File: src/rtl/bmc_phy_consts.vh
/*
 constants for the baseband BMC phy: bit timing, squelch window, preamble.
 assumes a 100 MHz core clock (10 ns period).
*/
`ifndef BMC_PHY_CONSTS_VH
`define BMC_PHY_CONSTS_VH

// ***************
// clock
// ***************
`define CLK_PERIOD_NS 10

// ***************
// bit timing
// ***************
// unit interval in ns (300 kbit/s nominal)
`define UI_NS 3333
`define UI_CYC ((`UI_NS) / (`CLK_PERIOD_NS))
`define HALF_UI_CYC ((`UI_NS) / (2 * (`CLK_PERIOD_NS)))
// receive: an interval shorter than this is a half cell
`define RX_SPLIT_CYC (((`UI_NS) * 3) / (4 * (`CLK_PERIOD_NS)))
// receive: an interval longer than this ends the packet
`define RX_TIMEOUT_CYC (((`UI_NS) * 2) / (`CLK_PERIOD_NS))

// ***************
// preamble
// ***************
`define PREAMBLE_BITS 64

// ***************
// squelch
// ***************
`define NCOUNT 3
`define TTRANWIN_NS 20000
`define TTRANWIN_CYC ((`TTRANWIN_NS) / (`CLK_PERIOD_NS))

`endif

File: src/rtl/bmc_phy.v
/*
 baseband BMC phy for the Type-C configuration channel: transmit with
 preamble and closing edge, receive with edge-interval decoding, squelch,
 CC pin selection and dead-battery supply switch gating.
 assumes CC inputs already synchronous to MCLK; the framing layer above
 supplies encoded bits (preamble excluded) and marks the last one.
*/
// Contract
// - transition each cell start; ones add mid-cell
// - preamble begins by driving low level
// - receiver tolerates lost first preamble edge
// - closing edge after final end-of-packet bit
// - drive CC only while transmitting, else Hi-Z
// - one CC pin fixed for whole connection
// - single talker; others present high impedance
// - active after NCOUNT transitions within window
// - idle after full window without NCOUNT
// - squelch follows line, including own transmitter
// - supply switch open until dead-battery flag cleared
`timescale 1ns/1ps
`include "bmc_phy_consts.vh"
module bmc_phy #(
  parameter FIFO_DEPTH = 32,
  parameter FIFO_AW = 5,
  parameter NCOUNT = `NCOUNT,
  parameter WIN_CYC = `TTRANWIN_CYC,
  parameter UI_CYC = `UI_CYC
) (
  // clock and reset
  input wire MCLK,
  input wire RST,
  // connection control
  input wire ATTACHED,
  input wire ORIENT_CC2,
  // transmit bit stream
  input wire TX_VALID,
  output wire TX_READY,
  input wire TX_BIT,
  input wire TX_LAST,
  output wire TX_BUSY,
  // receive bit stream
  output wire RX_VALID,
  input wire RX_READY,
  output wire RX_BIT,
  output reg RX_OVERRUN,
  // squelch
  output reg LINE_ACTIVE,
  // dead battery
  input wire DEAD_BATT_AT_BOOT,
  input wire DEAD_BATT_CLEAR,
  output reg DEAD_BATT_FLAG,
  output reg MAIN_SUPPLY_INPUT_CLOSED,
  // CC pins, oe low while driving
  input wire CC1_I,
  output reg CC1_O,
  output reg CC1_OE_N,
  input wire CC2_I,
  output reg CC2_O,
  output reg CC2_OE_N
);

  // ***************
  // connection / pin select
  // ***************
  reg sel_q;
  reg lock_q;
  always @(posedge MCLK) begin
    if (RST) begin
      sel_q <= 1'b0;
      lock_q <= 1'b0;
    end else if (!ATTACHED) begin
      lock_q <= 1'b0;
    end else if (!lock_q) begin
      sel_q <= ORIENT_CC2;
      lock_q <= 1'b1;
    end
  end
  wire sel_cc = lock_q ? sel_q : ORIENT_CC2;
  wire cc_in = sel_cc ? CC2_I : CC1_I;

  // ***************
  // transmit
  // ***************
  localparam TX_IDLE = 4'b0001;
  localparam TX_PRE = 4'b0010;
  localparam TX_DATA = 4'b0100;
  localparam TX_END = 4'b1000;

  wire fo_valid;
  wire fo_bit;
  wire fo_last;
  reg fo_pop;
  wire [1:0] fo_data;

  bmc_fifo #(.WIDTH(2), .DEPTH(FIFO_DEPTH), .AW(FIFO_AW)) u_txfifo (
    .clk(MCLK),
    .rst(RST),
    .in_valid(TX_VALID),
    .in_ready(TX_READY),
    .in_data({TX_LAST, TX_BIT}),
    .out_valid(fo_valid),
    .out_ready(fo_pop),
    .out_data(fo_data),
    .full(),
    .empty()
  );
  assign fo_bit = fo_data[0];
  assign fo_last = fo_data[1];

  reg [3:0] tx_st_q;
  reg [15:0] tx_cnt_q;
  reg [6:0] pre_q;
  reg cur_bit_q;
  reg cur_last_q;
  reg line_q;
  wire cell_end = (tx_cnt_q == UI_CYC - 1);
  wire half = (tx_cnt_q == (UI_CYC / 2) - 1);
  wire drive = (tx_st_q != TX_IDLE);

  always @(*) begin
    fo_pop = 1'b0;
    if ((tx_st_q == TX_PRE && cell_end && pre_q == `PREAMBLE_BITS - 1) ||
        (tx_st_q == TX_DATA && cell_end && !cur_last_q)) begin
      fo_pop = fo_valid;
    end
  end

  always @(posedge MCLK) begin
    if (RST) begin
      tx_st_q <= TX_IDLE;
      tx_cnt_q <= 16'h0000;
      pre_q <= 7'h00;
      cur_bit_q <= 1'b0;
      cur_last_q <= 1'b0;
      line_q <= 1'b1;
    end else begin
      case (tx_st_q)
        TX_IDLE: begin
          tx_cnt_q <= 16'h0000;
          pre_q <= 7'h00;
          line_q <= 1'b1;
          if (fo_valid && ATTACHED && !LINE_ACTIVE) begin
            tx_st_q <= TX_PRE;
            line_q <= 1'b0;
          end
        end
        TX_PRE: begin
          // preamble is alternating 0/1 starting with 0
          tx_cnt_q <= cell_end ? 16'h0000 : tx_cnt_q + 16'h0001;
          if (half && pre_q[0]) begin
            line_q <= ~line_q;
          end
          if (cell_end) begin
            line_q <= ~line_q;
            pre_q <= pre_q + 7'h01;
            if (pre_q == `PREAMBLE_BITS - 1) begin
              if (fo_valid) begin
                cur_bit_q <= fo_bit;
                cur_last_q <= fo_last;
                tx_st_q <= TX_DATA;
              end else begin
                tx_st_q <= TX_END;
              end
            end
          end
        end
        TX_DATA: begin
          tx_cnt_q <= cell_end ? 16'h0000 : tx_cnt_q + 16'h0001;
          if (half && cur_bit_q) begin
            line_q <= ~line_q;
          end
          if (cell_end) begin
            line_q <= ~line_q;
            if (cur_last_q || !fo_valid) begin
              tx_st_q <= TX_END;
            end else begin
              cur_bit_q <= fo_bit;
              cur_last_q <= fo_last;
            end
          end
        end
        TX_END: begin
          // hold the closing edge half a cell, then release
          tx_cnt_q <= tx_cnt_q + 16'h0001;
          if (half) begin
            tx_st_q <= TX_IDLE;
            line_q <= 1'b1;
          end
        end
        default: tx_st_q <= TX_IDLE;
      endcase
    end
  end
  assign TX_BUSY = drive;

  always @(posedge MCLK) begin
    if (RST) begin
      CC1_O <= 1'b0;
      CC2_O <= 1'b0;
      CC1_OE_N <= 1'b1;
      CC2_OE_N <= 1'b1;
    end else begin
      CC1_O <= line_q;
      CC2_O <= line_q;
      CC1_OE_N <= ~(drive && !sel_cc);
      CC2_OE_N <= ~(drive && sel_cc);
    end
  end

  // ***************
  // receive
  // ***************
  reg cc_d_q;
  reg [15:0] rx_cnt_q;
  reg rx_sync_q;
  reg half_seen_q;
  reg rx_push;
  reg rx_val;
  wire edge_in = (cc_in != cc_d_q);
  wire rx_ready_in;

  always @(posedge MCLK) begin
    if (RST) begin
      cc_d_q <= 1'b1;
      rx_cnt_q <= 16'h0000;
      rx_sync_q <= 1'b0;
      half_seen_q <= 1'b0;
      rx_push <= 1'b0;
      rx_val <= 1'b0;
    end else begin
      cc_d_q <= cc_in;
      rx_push <= 1'b0;
      if (edge_in) begin
        rx_cnt_q <= 16'h0000;
        if (!rx_sync_q) begin
          // any first edge seen starts timing, so a lost leading edge is harmless
          rx_sync_q <= 1'b1;
          half_seen_q <= 1'b0;
        end else if (rx_cnt_q < `RX_SPLIT_CYC) begin
          if (half_seen_q) begin
            rx_push <= 1'b1;
            rx_val <= 1'b1;
            half_seen_q <= 1'b0;
          end else begin
            half_seen_q <= 1'b1;
          end
        end else begin
          rx_push <= 1'b1;
          rx_val <= 1'b0;
          half_seen_q <= 1'b0;
        end
      end else begin
        rx_cnt_q <= (rx_cnt_q == 16'hFFFF) ? rx_cnt_q : rx_cnt_q + 16'h0001;
        if (rx_cnt_q >= `RX_TIMEOUT_CYC) begin
          rx_sync_q <= 1'b0;
          half_seen_q <= 1'b0;
        end
      end
    end
  end

  bmc_fifo #(.WIDTH(1), .DEPTH(FIFO_DEPTH), .AW(FIFO_AW)) u_rxfifo (
    .clk(MCLK),
    .rst(RST),
    .in_valid(rx_push && !drive),
    .in_ready(rx_ready_in),
    .in_data(rx_val),
    .out_valid(RX_VALID),
    .out_ready(RX_READY),
    .out_data(RX_BIT),
    .full(),
    .empty()
  );

  always @(posedge MCLK) begin
    if (RST) begin
      RX_OVERRUN <= 1'b0;
    end else if (rx_push && !drive && !rx_ready_in) begin
      RX_OVERRUN <= 1'b1;
    end else if (!rx_sync_q) begin
      RX_OVERRUN <= 1'b0;
    end
  end

  // ***************
  // squelch
  // ***************
  reg [15:0] win_q;
  reg [7:0] tcnt_q;
  always @(posedge MCLK) begin
    if (RST) begin
      win_q <= 16'h0000;
      tcnt_q <= 8'h00;
      LINE_ACTIVE <= 1'b0;
    end else begin
      // own transmitter edges count too, cc_in is the pad
      if (win_q == WIN_CYC - 1) begin
        win_q <= 16'h0000;
        tcnt_q <= 8'h00;
        if (tcnt_q + (edge_in ? 8'h01 : 8'h00) < NCOUNT) begin
          LINE_ACTIVE <= 1'b0;
        end
      end else begin
        win_q <= win_q + 16'h0001;
        if (edge_in && tcnt_q != 8'hFF) begin
          tcnt_q <= tcnt_q + 8'h01;
        end
      end
      if (edge_in && tcnt_q + 8'h01 >= NCOUNT) begin
        LINE_ACTIVE <= 1'b1;
      end
    end
  end

  // ***************
  // dead battery
  // ***************
  reg boot_q;
  always @(posedge MCLK) begin
    if (RST) begin
      boot_q <= 1'b1;
      DEAD_BATT_FLAG <= 1'b0;
      MAIN_SUPPLY_INPUT_CLOSED <= 1'b0;
    end else begin
      boot_q <= 1'b0;
      if (boot_q) begin
        DEAD_BATT_FLAG <= DEAD_BATT_AT_BOOT;
        MAIN_SUPPLY_INPUT_CLOSED <= ~DEAD_BATT_AT_BOOT;
      end else if (DEAD_BATT_CLEAR) begin
        DEAD_BATT_FLAG <= 1'b0;
        MAIN_SUPPLY_INPUT_CLOSED <= 1'b1;
      end
    end
  end

endmodule // bmc_phy

File: src/rtl/bmc_fifo.v
/*
 synchronous valid/ready FIFO with parameter width and depth.
 assumes one clock and a synchronous active-high reset.
*/
`timescale 1ns/1ps
module bmc_fifo #(
  parameter WIDTH = 8,
  parameter DEPTH = 32,
  parameter AW = 5
) (
  // clock and reset
  input wire clk,
  input wire rst,
  // fill side
  input wire in_valid,
  output wire in_ready,
  input wire [WIDTH-1:0] in_data,
  // drain side
  output wire out_valid,
  input wire out_ready,
  output wire [WIDTH-1:0] out_data,
  // state
  output wire full,
  output wire empty
);

  reg [WIDTH-1:0] mem [0:DEPTH-1];
  reg [AW-1:0] wr_q;
  reg [AW-1:0] rd_q;
  reg [AW:0] cnt_q;
  wire push;
  wire pop;

  assign full = (cnt_q == DEPTH[AW:0]);
  assign empty = (cnt_q == {(AW+1){1'b0}});
  assign in_ready = ~full;
  assign out_valid = ~empty;
  assign out_data = mem[rd_q];
  assign push = in_valid & ~full;
  assign pop = out_ready & ~empty;

  always @(posedge clk) begin
    if (push) begin
      mem[wr_q] <= in_data;
    end
  end

  always @(posedge clk) begin
    if (rst) begin
      wr_q <= {AW{1'b0}};
      rd_q <= {AW{1'b0}};
      cnt_q <= {(AW+1){1'b0}};
    end else begin
      if (push) begin
        wr_q <= (wr_q == DEPTH[AW-1:0] - 1'b1) ? {AW{1'b0}} : wr_q + 1'b1;
      end
      if (pop) begin
        rd_q <= (rd_q == DEPTH[AW-1:0] - 1'b1) ? {AW{1'b0}} : rd_q + 1'b1;
      end
      case ({push, pop})
        2'b10: cnt_q <= cnt_q + 1'b1;
        2'b01: cnt_q <= cnt_q - 1'b1;
        default: cnt_q <= cnt_q;
      endcase
    end
  end

endmodule // bmc_fifo

File: config.mk
export PLATFORM = sky130hd
export DESIGN_NAME = bmc_phy
export DESIGN_NICKNAME = d
export VERILOG_FILES = /design/src/rtl/bmc_phy.v /design/src/rtl/bmc_fifo.v
export VERILOG_INCLUDE_DIRS = /design/src /design/src/rtl
export SDC_FILE = /design/constraint.sdc
export NUM_CORES = 1
export LEC_CHECK = 0
export ABC_AREA = 0
export ABC_CLOCK_PERIOD_IN_PS = 6450
export BUFFER_PORTS_ARGS = -buffer_cell sky130_fd_sc_hd__clkbuf_2
export CAP_MARGIN = 20
export CORE_MARGIN = 2
export CORE_UTILIZATION = 41
export DETAILED_ROUTE_END_ITERATION = 8
export SLEW_MARGIN = 20
export SYNTH_ARGS = -nofsm -noshare
export SYNTH_HDL_FRONTEND = slang
export SYNTH_HIERARCHICAL = 1
export SYNTH_SLANG_ARGS = --single-unit
File: constraint.sdc
create_clock -name MCLK -period 6.45 [get_ports MCLK]
set_clock_uncertainty 0.05 [all_clocks]
set_input_delay 0.3225 -clock MCLK [delete_from_list [all_inputs] [get_ports MCLK]]
set_output_delay 0.3225 -clock MCLK [all_outputs]
set_load 0.05 [all_outputs]
==> results of run 1 <==
state kept, by name, indices dropped and copies added (netlist names), 4 cells and up, named ones only:
| register | count |
|---|---|
| u_rxfifo/rd_q | 5 |
| u_rxfifo/mem | 32 |
| win_q | 16 |
| u_txfifo/rd_q | 5 |
| pre_q | 7 |
| u_txfifo/mem | 64 |
| u_rxfifo/wr_q | 5 |
| tcnt_q | 8 |
| u_txfifo/wr_q | 5 |
| rx_cnt_q | 16 |
| tx_cnt_q | 16 |
| tx_st_q | 4 |
| u_rxfifo/cnt_q | 6 |
| u_txfifo/cnt_q | 6 |
layout make-up:
type	instances	area share
Inverter	28	0.009157
Timing Repair Buffer	29	0.01353
Sequential cell	223	0.4512
Clock inverter	17	0.01956
Multi-Input combinational cell	756	0.4118
Tap cell	335	0.03486
Clock buffer	31	0.05994
critical path: stages, from the launching register on:
cell and delay (ns):
dfxtp_1 0.37, or4_4 0.59, or3_1 0.40, o2111a_1 0.20
o31ai_2 0.19, inv_1 0.14, ha_1 0.35, xor2_1 0.19
ha_1 0.19, a21oi_1 0.24, a22oi_1 0.14, a31oi_1 0.17
mux2_2 0.35
power groups by stage:
stage / clock network (W) / registers (W) / logic, W
3_5_place_dp: 0 / 0.00166 / 0.000692
3_3_place_gp: 0 / 0.00166 / 0.000684
4_1_cts: 0.00164 / 0.00163 / 0.000696
2_1_floorplan: 0 / 0.00162 / 0.000596
5_1_grt: 0.00170 / 0.00164 / 0.000770
6_report: 0.00160 / 0.00163 / 0.000691
metrics by stage:
stage	hold slack (ns)	util
6_report	0.04090	0.4640
5_1_grt	0.03608	0.4640
4_1_cts	0.01665	0.4640
3_5_place_dp	0.4023	0.4268
3_3_place_gp	0.3919	0.4265
2_1_floorplan	0.3002	-
layer usage:
metal | GRT usage | vias to the layer above | part of all wire
met2 | 0.2537 | 96 | 0.46
met5 | 0 | - | 0
met4 | 0.03781 | 0 | 0.018
met3 | 0.02312 | 30 | 0.034
li1 | - | 3884 | -
met1 | 0.2145 | 3657 | 0.49
path summary, 6_finish.rpt:
kind	from	endpoint	slack (ns)	depth (start not counted)
setup / recovery	u_txfifo/cnt_q[0]	u_txfifo/cnt_q[4]	2.76	12
hold / removal	ORIENT_CC2	sel_q	0.04	3
setup reg to reg	u_txfifo/cnt_q[0]	u_txfifo/cnt_q[4]	2.76	12
hold reg to reg	win_q[0]	win_q[0]	0.41	1
==> qor.log, run 1 <==
qor: run_status.status complete, no violations
qor: critical_path.maximum_fanout_along_the_worst_path 11
qor: placed_design.dpl.cell_count 1370
qor: placed_design.routabilityCongestion 0.8048
qor: cells_and_area.post_layout_nonfiller_instances 1419
qor: synth.synth.net_count 1103
qor: synth.postSynthAreaPerCell 10.13 sq um
qor: placed_design.final_hpwl_from_detailed_placement 13880 um
qor: power_and_ir_drop.share_clk_of_total_power 0.408
qor: clock_network.worst_skew_late_latency 0.52 ns
qor: placed_design.port-buffer-count 23
qor: timing.post-route-period-util 0.5724
qor: routing.drcViolationCount 0
qor: global_route.global_route_wire_length_before_repair 36200 um
qor: cells_and_area.final_common_cell nor2_1
qor: synth.yosys_warnings 6
qor: clock_network.tritoncts_clock_tree done
qor: placed_design.post-place-ws 2.774 ns
qor: clock_network.numCtsBuffers 26
qor: critical_path.cp.required 6.80 ns
qor: critical_path.end_kind flip-flop
qor: die.fp.coreArea 0.02591 sq mm
qor: min_path.holdCritPathClass in2reg
qor: timing.report.final.slew_viol_count 0
qor: critical_path.critPathArrivalTime 4.05 ns
qor: synth.area_of_the_mapped_netlist 0.01073 sq mm
qor: timing.hold_vio_cnt_final 0
qor: critical_path.worst-setup-path-type reg2reg
qor: power_and_ir_drop.combPwrFrac 0.176
qor: timing.fin_setup_tns 0 ns
qor: clock_network.root_buffer clkbuf_16
qor: cells_and_area.fillerInstances 2374
qor: run.max_cap_violations 0
qor: clock_network.clk_transition_reported_paths 0.05 ns
qor: clock_network.cts_repair_resized_insts 0
qor: placed_design.dpl_cell_area 0.01106 sq mm
qor: cells_and_area.final_cell_area 0.01202 sq mm
qor: cells_and_area.layout.nets 1108
qor: power_and_ir_drop.register_share_of_total_power 0.416
qor: routing.vias_per_cell 5.403
qor: cells_and_area.seqCellArea 0.005425 sq mm
qor: cells_and_area.flow.area_growth_from_synthesis 12.06%
qor: power_and_ir_drop.internal_power 0.002828 W
qor: routing.routedWlPerCell 14.83 um
qor: die.die_area 0.02748 sq mm
qor: global_route.grt_overflow 0
qor: critical_path.launching_element_type_of_the_critical_path flip-flop
qor: power_and_ir_drop.switching_share 0.2786
qor: die.io-pin-count 24
qor: timing.final-setup-viol-count 0
qor: global_route.largest_net_degree_at_the_start_of_global_routing 40
qor: timing.worst_slew_pin_slew 0.9503 ns
qor: die.dieWidth 165.8 um
qor: power_and_ir_drop.leakage 4.045 nW
qor: cells_and_area.num_antenna_cells 0
qor: cells_and_area.multi_input_comb_area 0.004951 sq mm
qor: cells_and_area.layout_common_cells 157 x nor2_1, 127 x dfxtp_1, 96 x edfxtp_1
qor: global_route.grt_pass1_vias 7350
qor: power_and_ir_drop.power_per_cell_area 326.0 mW/mm^2
qor: routing.drt_iter0_drc 409
qor: power_and_ir_drop.design_power_total 0.003920 W
qor: timing.period_minus_slack 3.692 ns
qor: power_and_ir_drop.net-switching-power 0.001092 W
qor: routing.total_routed_wirelength 21040 um
qor: timing.setup_slack 2.758 ns
qor: routing.vias 7667
qor: synth.syn-instance-count 1059
qor: clock_network.tritoncts_num_sinks 223
qor: die.placement_rows 59
qor: routing.dr.pass1.iters 5
qor: die.die_h 165.8 um
qor: timing.max_slew_margin 0.3656
qor: die.initial_utilization 0.4141
qor: timing.grt_setup_unrepaired no
qor: routing.antenna_violating_nets_post_route 0
qor: clock_network.postCtsHoldBufs 1
qor: timing.max_freq 0.2709 GHz
qor: power_and_ir_drop.power.ir.vdd_worst 0.0003952 V
qor: global_route.track_usage 0.1541
qor: cells_and_area.final_layout_size_suffix_gt1_frac 0.1006
qor: clock_network.clockBufferDepth 3
qor: clock_network.htree_levels 1
qor: global_route.antenna_violations_before_repair 0
qor: clock_network.cts_post_setup_buffers_inserted 0
(Power assumes the default switching activity.)
==> run 2, diff against run 1 <==
- ABC_AREA: 0 -> 1
- ABC_CLOCK_PERIOD_IN_PS: 6450 -> 3500
- clock period: 6.45 -> 3.5 ns (I/O delays scaled with it)
==> qor.log, run 2 <==
qor: cells_and_area.post_layout_nonfiller_instances 1883
qor: clock_network.postCtsHoldBufs 9
qor: timing.hold_vio_cnt_final 0
qor: cells_and_area.flow.area_growth_from_synthesis 12.32%
qor: clock_network.tritoncts_num_sinks 223
qor: synth.postSynthAreaPerCell 7.973 sq um
qor: clock_network.cts_repair_resized_insts 0
qor: clock_network.clk_transition_reported_paths 0.06 ns
qor: timing.final-setup-viol-count 0
qor: critical_path.crit_chain inv_1, ha_1, nand3_1, nor2_1, nand3_4, o22ai_1, nand2_4, inv_4, ha_1, nand2_1, nand2_1, inv_1, ha_1, o21bai_1, nand2_1, nand2_1, nand2_1, nand3_1, nand2_1, inv_1
qor: placed_design.dpl.cell_count 1827
qor: cells_and_area.largestRegisters u_txfifo/mem (64), u_rxfifo/mem (32)
qor: routing.vias 9226
qor: cells_and_area.largest_register_ffs 64
qor: cells_and_area.num_antenna_cells 0
qor: run.max_cap_violations 0
qor: routing.total_routed_wirelength 24470 um
qor: critical_path.worst-setup-path-type reg2reg
qor: timing.post-route-period-util 0.8862
qor: synth.synth.net_count 1494
qor: synth.yosys_warnings 6
qor: clock_network.tritoncts_clock_tree done
qor: synth.syn-instance-count 1450
qor: critical_path.cp.required 3.88 ns
qor: routing.routedWlPerCell 13.00 um
qor: global_route.largest_net_degree_at_the_start_of_global_routing 40
qor: global_route.grt_pass1_vias 8592
qor: placed_design.post-place-ws 0.4082 ns
qor: critical_path.maximum_fanout_along_the_worst_path 8
qor: placed_design.port-buffer-count 23
qor: clock_network.root_buffer clkbuf_16
qor: critical_path.worst-r2r-setup-slack 0.40 ns
qor: routing.antenna_violating_nets_post_route 0
qor: power_and_ir_drop.power.ir.vdd_worst 0.0002908 V
qor: critical_path.worst_path_max_delay_cell dfxtp_1
qor: routing.drt_iter0_drc 651
qor: cells_and_area.post_route_core_utilization 0.4674
qor: cells_and_area.final_common_cell nand2_1
qor: run_status.status complete, no violations
qor: power_and_ir_drop.power_per_cell_area 579.7 mW/mm^2
qor: routing.drcViolationCount 0
qor: die.die_area 0.02956 sq mm
qor: cells_and_area.final_layout_size_suffix_gt1_frac 0.1043
qor: critical_path.critPathArrivalTime 3.48 ns
qor: timing.max_slew_margin 0.5664
qor: routing.dr.pass1.iters 5
qor: routing.vias_per_cell 4.900
qor: timing.fin_setup_tns 0 ns
qor: cells_and_area.registers.top_by_ff_count u_txfifo/mem
qor: clock_network.htree_levels 1
qor: die.fp.coreArea 0.02778 sq mm
qor: clock_network.clockBufferDepth 3
qor: global_route.grt_overflow 0
qor: critical_path.launching_element_type_of_the_critical_path flip-flop
qor: die.placement_rows 61
qor: cells_and_area.layout_common_cells 344 x nand2_1, 198 x nor2_1, 158 x nand3_1
qor: critical_path.end_kind flip-flop
qor: power_and_ir_drop.design_power_total 0.007527 W
qor: timing.grt_setup_unrepaired no
qor: clock_network.worst_skew_late_latency 0.54 ns
qor: clock_network.cts_post_setup_buffers_inserted 0
qor: min_path.holdCritPathClass in2reg
qor: critical_path.cp_slowest_stage_delay 0.36 ns
qor: placed_design.routabilityCongestion 0.8606
qor: die.io-pin-count 24
qor: die.die_h 171.9 um
qor: critical_path.crit_path_frequent_cell nand2_1
qor: global_route.antenna_violations_before_repair 0
qor: timing.period_minus_slack 3.102 ns
qor: timing.report.final.slew_viol_count 0
qor: global_route.track_usage 0.1689
qor: power_and_ir_drop.leakage 5.166 nW
qor: synth.area_of_the_mapped_netlist 0.01156 sq mm
qor: die.dieWidth 171.9 um
qor: timing.max_freq 0.3224 GHz
qor: global_route.global_route_wire_length_before_repair 40910 um
qor: timing.setup_slack 0.3984 ns
qor: cells_and_area.layout.nets 1530
qor: placed_design.final_hpwl_from_detailed_placement 16650 um
qor: die.initial_utilization 0.4161
qor: clock_network.numCtsBuffers 26
qor: timing.worst_slew_pin_slew 0.6496 ns
-- run 2: worst max-delay path, delay by kind of cell (launching register included) --
family	cells	cell delay, ns
AND/OR/NAND/NOR	11	1.19
adder cells (fa/ha/maj)	3	0.69
AO/OA/AOI/OAI	2	0.44
flip-flops	1	0.36
buffers and inverters	4	0.27
-- run 2: cell type report --
type	instances	area (sq um)
tap	378	473.0
timing repair buffer	38	250.2
multi-input combinational	1030	5241
inverter	167	659.4
clock buffer	36	749.5
fill	2740	14800
clock inverter	11	185.2
sequential	223	5426
-- run 2: power by group --
group / total (W) / internal [W] / switching, W
Sequential: 0.00297 / 0.00284 / 0.000130
Combinational: 0.00164 / 0.000495 / 0.00114
Clock: 0.00292 / 0.00186 / 0.00106
Total: 0.00753 / 0.00519 / 0.00233
-- run 2: worst paths after layout --
kind / start / end / depth (start not counted)
worst max register to register: tx_cnt_q[0] / u_txfifo/cnt_q[4] / 20
worst max-delay path: tx_cnt_q[0] / u_txfifo/cnt_q[4] / 20
worst min register to register: win_q[0] / win_q[0] / 1
worst min-delay path: RST / boot_q / 2
-- run 2: metal layers --
layer	global-route usage	wire length, um	up-vias
met5	0	0	-
met3	0.02243	952	37
met1	0.2217	11490	4234
met4	0.04531	459	0
li1	-	-	4813
met2	0.2933	11580	142
-- run 2: through the flow --
stage          hold WS, ns  cell area [sq um]
2_1_floorplan       0.1527              11560
3_3_place_gp        0.3774              11960
3_5_place_dp        0.3786              11960
4_1_cts             0.1157              12980
5_1_grt             0.1326              12990
6_report            0.1345              12990
==> run 3, diff against run 2 <==
==> constraint.sdc (replaced) <==
create_clock -name MCLK -period 3.5 [get_ports MCLK]
set_clock_uncertainty 0.05 [all_clocks]
set_input_delay 0.7 -clock MCLK [delete_from_list [all_inputs] [get_ports MCLK]]
set_output_delay 0.7 -clock MCLK [all_outputs]
set_load 0.05 [all_outputs]
==> qor.log, run 3 (synthesis results as in run 2) <==
qor: routing.dr.pass1.iters 5
qor: min_path.worstHoldPathCells 3
qor: placed_design.routabilityCongestion 0.8506
qor: placed_design.post-place-ws 0.3845 ns
qor: timing.period_minus_slack 3.141 ns
qor: run.max_cap_violations 0
qor: min_path.holdCritPathClass in2reg
qor: cells_and_area.flow.area_growth_from_synthesis 10.71%
qor: clock_network.postCtsHoldBufs 0
qor: cells_and_area.fillerInstances 2760
qor: critical_path.launching_element_type_of_the_critical_path flip-flop
qor: cells_and_area.seqCellArea 0.005425 sq mm
qor: cells_and_area.largest_register_ffs 64
qor: clock_network.cts_post_setup_buffers_inserted 0
qor: cells_and_area.layout.nets 1522
qor: timing.fin_setup_tns 0 ns
qor: routing.antenna_violating_nets_post_route 0
qor: critical_path.critPathArrivalTime 3.52 ns
qor: critical_path.maximum_fanout_along_the_worst_path 8
qor: critical_path.critical_path_source tx_cnt_q[0]
qor: die.fp.coreArea 0.02778 sq mm
qor: cells_and_area.final_layout_size_suffix_gt1_frac 0.1022
qor: critical_path.cp.required 3.88 ns
qor: routing.top_signal_layer_used met4
qor: critical_path.regToRegStartpoint tx_cnt_q[0]
qor: routing.met1Wirelength 11700 um
qor: power_and_ir_drop.leakage 5.086 nW
qor: timing.setup_slack 0.3587 ns
qor: cells_and_area.num_antenna_cells 0
qor: timing.report.final.slew_viol_count 0
qor: timing.final-setup-viol-count 0
qor: clock_network.worst_skew_late_latency 0.53 ns
qor: die.dieWidth 171.9 um
qor: routing.wl_met2 11500 um
qor: routing.total_routed_wirelength 24510 um
qor: critical_path.end_kind flip-flop
qor: routing.drt_iter0_drc 583
qor: global_route.track_usage 0.1655
qor: routing.routedWlPerCell 13.07 um
qor: global_route.antenna_violations_before_repair 0
qor: critical_path.worst-setup-path-type reg2reg
qor: min_path.hold_path.startpoint ATTACHED
qor: placed_design.final_hpwl_from_detailed_placement 16600 um
qor: cells_and_area.final_common_cell nand2_1
qor: global_route.largest_net_degree_at_the_start_of_global_routing 40
qor: placed_design.dpl_cell_area 0.01197 sq mm
qor: clock_network.htree_levels 1
qor: global_route.global_route_wire_length_before_repair 40450 um
qor: power_and_ir_drop.power_per_cell_area 562.6 mW/mm^2
qor: timing.grt_setup_unrepaired no
qor: clock_network.clockBufferDepth 3
qor: cells_and_area.multi_input_comb_area 0.005241 sq mm
qor: clock_network.tritoncts_num_sinks 223
qor: die.io-pin-count 24
qor: global_route.grt_overflow 0
qor: timing.max_freq 0.3183 GHz
qor: clock_network.numCtsBuffers 26
qor: power_and_ir_drop.power.ir.vdd_worst 0.0003207 V
qor: die.initial_utilization 0.4161
qor: clock_network.cts_repair_resized_insts 0
qor: routing.vias 9136
qor: timing.worst_slew_pin_slew 1.071 ns
qor: timing.post-route-period-util 0.8975
qor: die.die_h 171.9 um
qor: timing.hold_vio_cnt_final 0
qor: global_route.grt_pass1_vias 8558
qor: clock_network.clk_transition_reported_paths 0.06 ns
qor: routing.vias_per_cell 4.873
qor: routing.drcViolationCount 0
qor: cells_and_area.largestRegisters u_txfifo/mem (64), u_rxfifo/mem (32)
qor: cells_and_area.final_cell_area 0.01280 sq mm
qor: clock_network.tritoncts_clock_tree done
qor: timing.max_slew_margin 0.2852
qor: clock_network.root_buffer clkbuf_16
qor: power_and_ir_drop.design_power_total 0.007201 W
qor: routing.met3RoutedLength 941 um
qor: placed_design.port-buffer-count 23
qor: die.die_area 0.02956 sq mm
qor: run_status.status complete, no violations
qor: cells_and_area.layout_common_cells 344 x nand2_1, 198 x nor2_1, 158 x nand3_1
qor: cells_and_area.registers.top_by_ff_count u_txfifo/mem
qor: die.placement_rows 61
qor: critical_path.worstRegToRegCells 20
## run 3: report_power, final
group | internal [W] | total (W) | switching, W
Sequential | 0.00284 | 0.00297 | 0.000131
Clock | 0.00158 | 0.00260 | 0.00102
Combinational | 0.000489 | 0.00163 | 0.00114
## run 3: path summary, 6_finish.rpt
kind                  endpoint  slack (ns)
max          u_txfifo/cnt_q[4]        0.36
min                     lock_q        0.37
max reg2reg  u_txfifo/cnt_q[4]        0.36
min reg2reg           win_q[0]        0.40
## run 3: layer usage
layer  up-vias  track usage
met5         -            0
met2       124       0.2883
met4         0      0.04056
met3        35      0.02518
li1       4799            -
met1      4178       0.2160
## run 3: final cells by class
type | count | share of cell area
flip-flops and latches | 223 | 0.4239
repair buffers | 30 | 0.01310
clock buffers | 44 | 0.06403
inverters | 167 | 0.05152
clock inverters | 3 | 0.001075
multi-input cells | 1030 | 0.4095
well taps | 378 | 0.03695
## run 3: stage by stage
step,cells,util,hold WS [ns]
finish,1875,0.4607,0.3659
global route,1875,0.4607,0.3611
CTS,1875,0.4607,0.3378
detailed placement,1828,0.4307,0.3922
global placement,1828,0.4307,0.3799
floorplan,1450,-,0.3675
## run 3: critical path: stages, from the launching register on
cell	delay, ns
dfxtp_1	0.36
inv_1	0.08
ha_1	0.16
nand3_1	0.10
nor2_1	0.26
nand3_4	0.18
o22ai_1	0.27
nand2_4	0.13
inv_4	0.10
ha_1	0.36
nand2_1	0.09
nand2_1	0.12
inv_1	0.06
ha_1	0.16
o21bai_1	0.18
nand2_1	0.10
nand2_1	0.06
nand2_1	0.05
nand3_1	0.07
nand2_1	0.07
inv_1	0.03
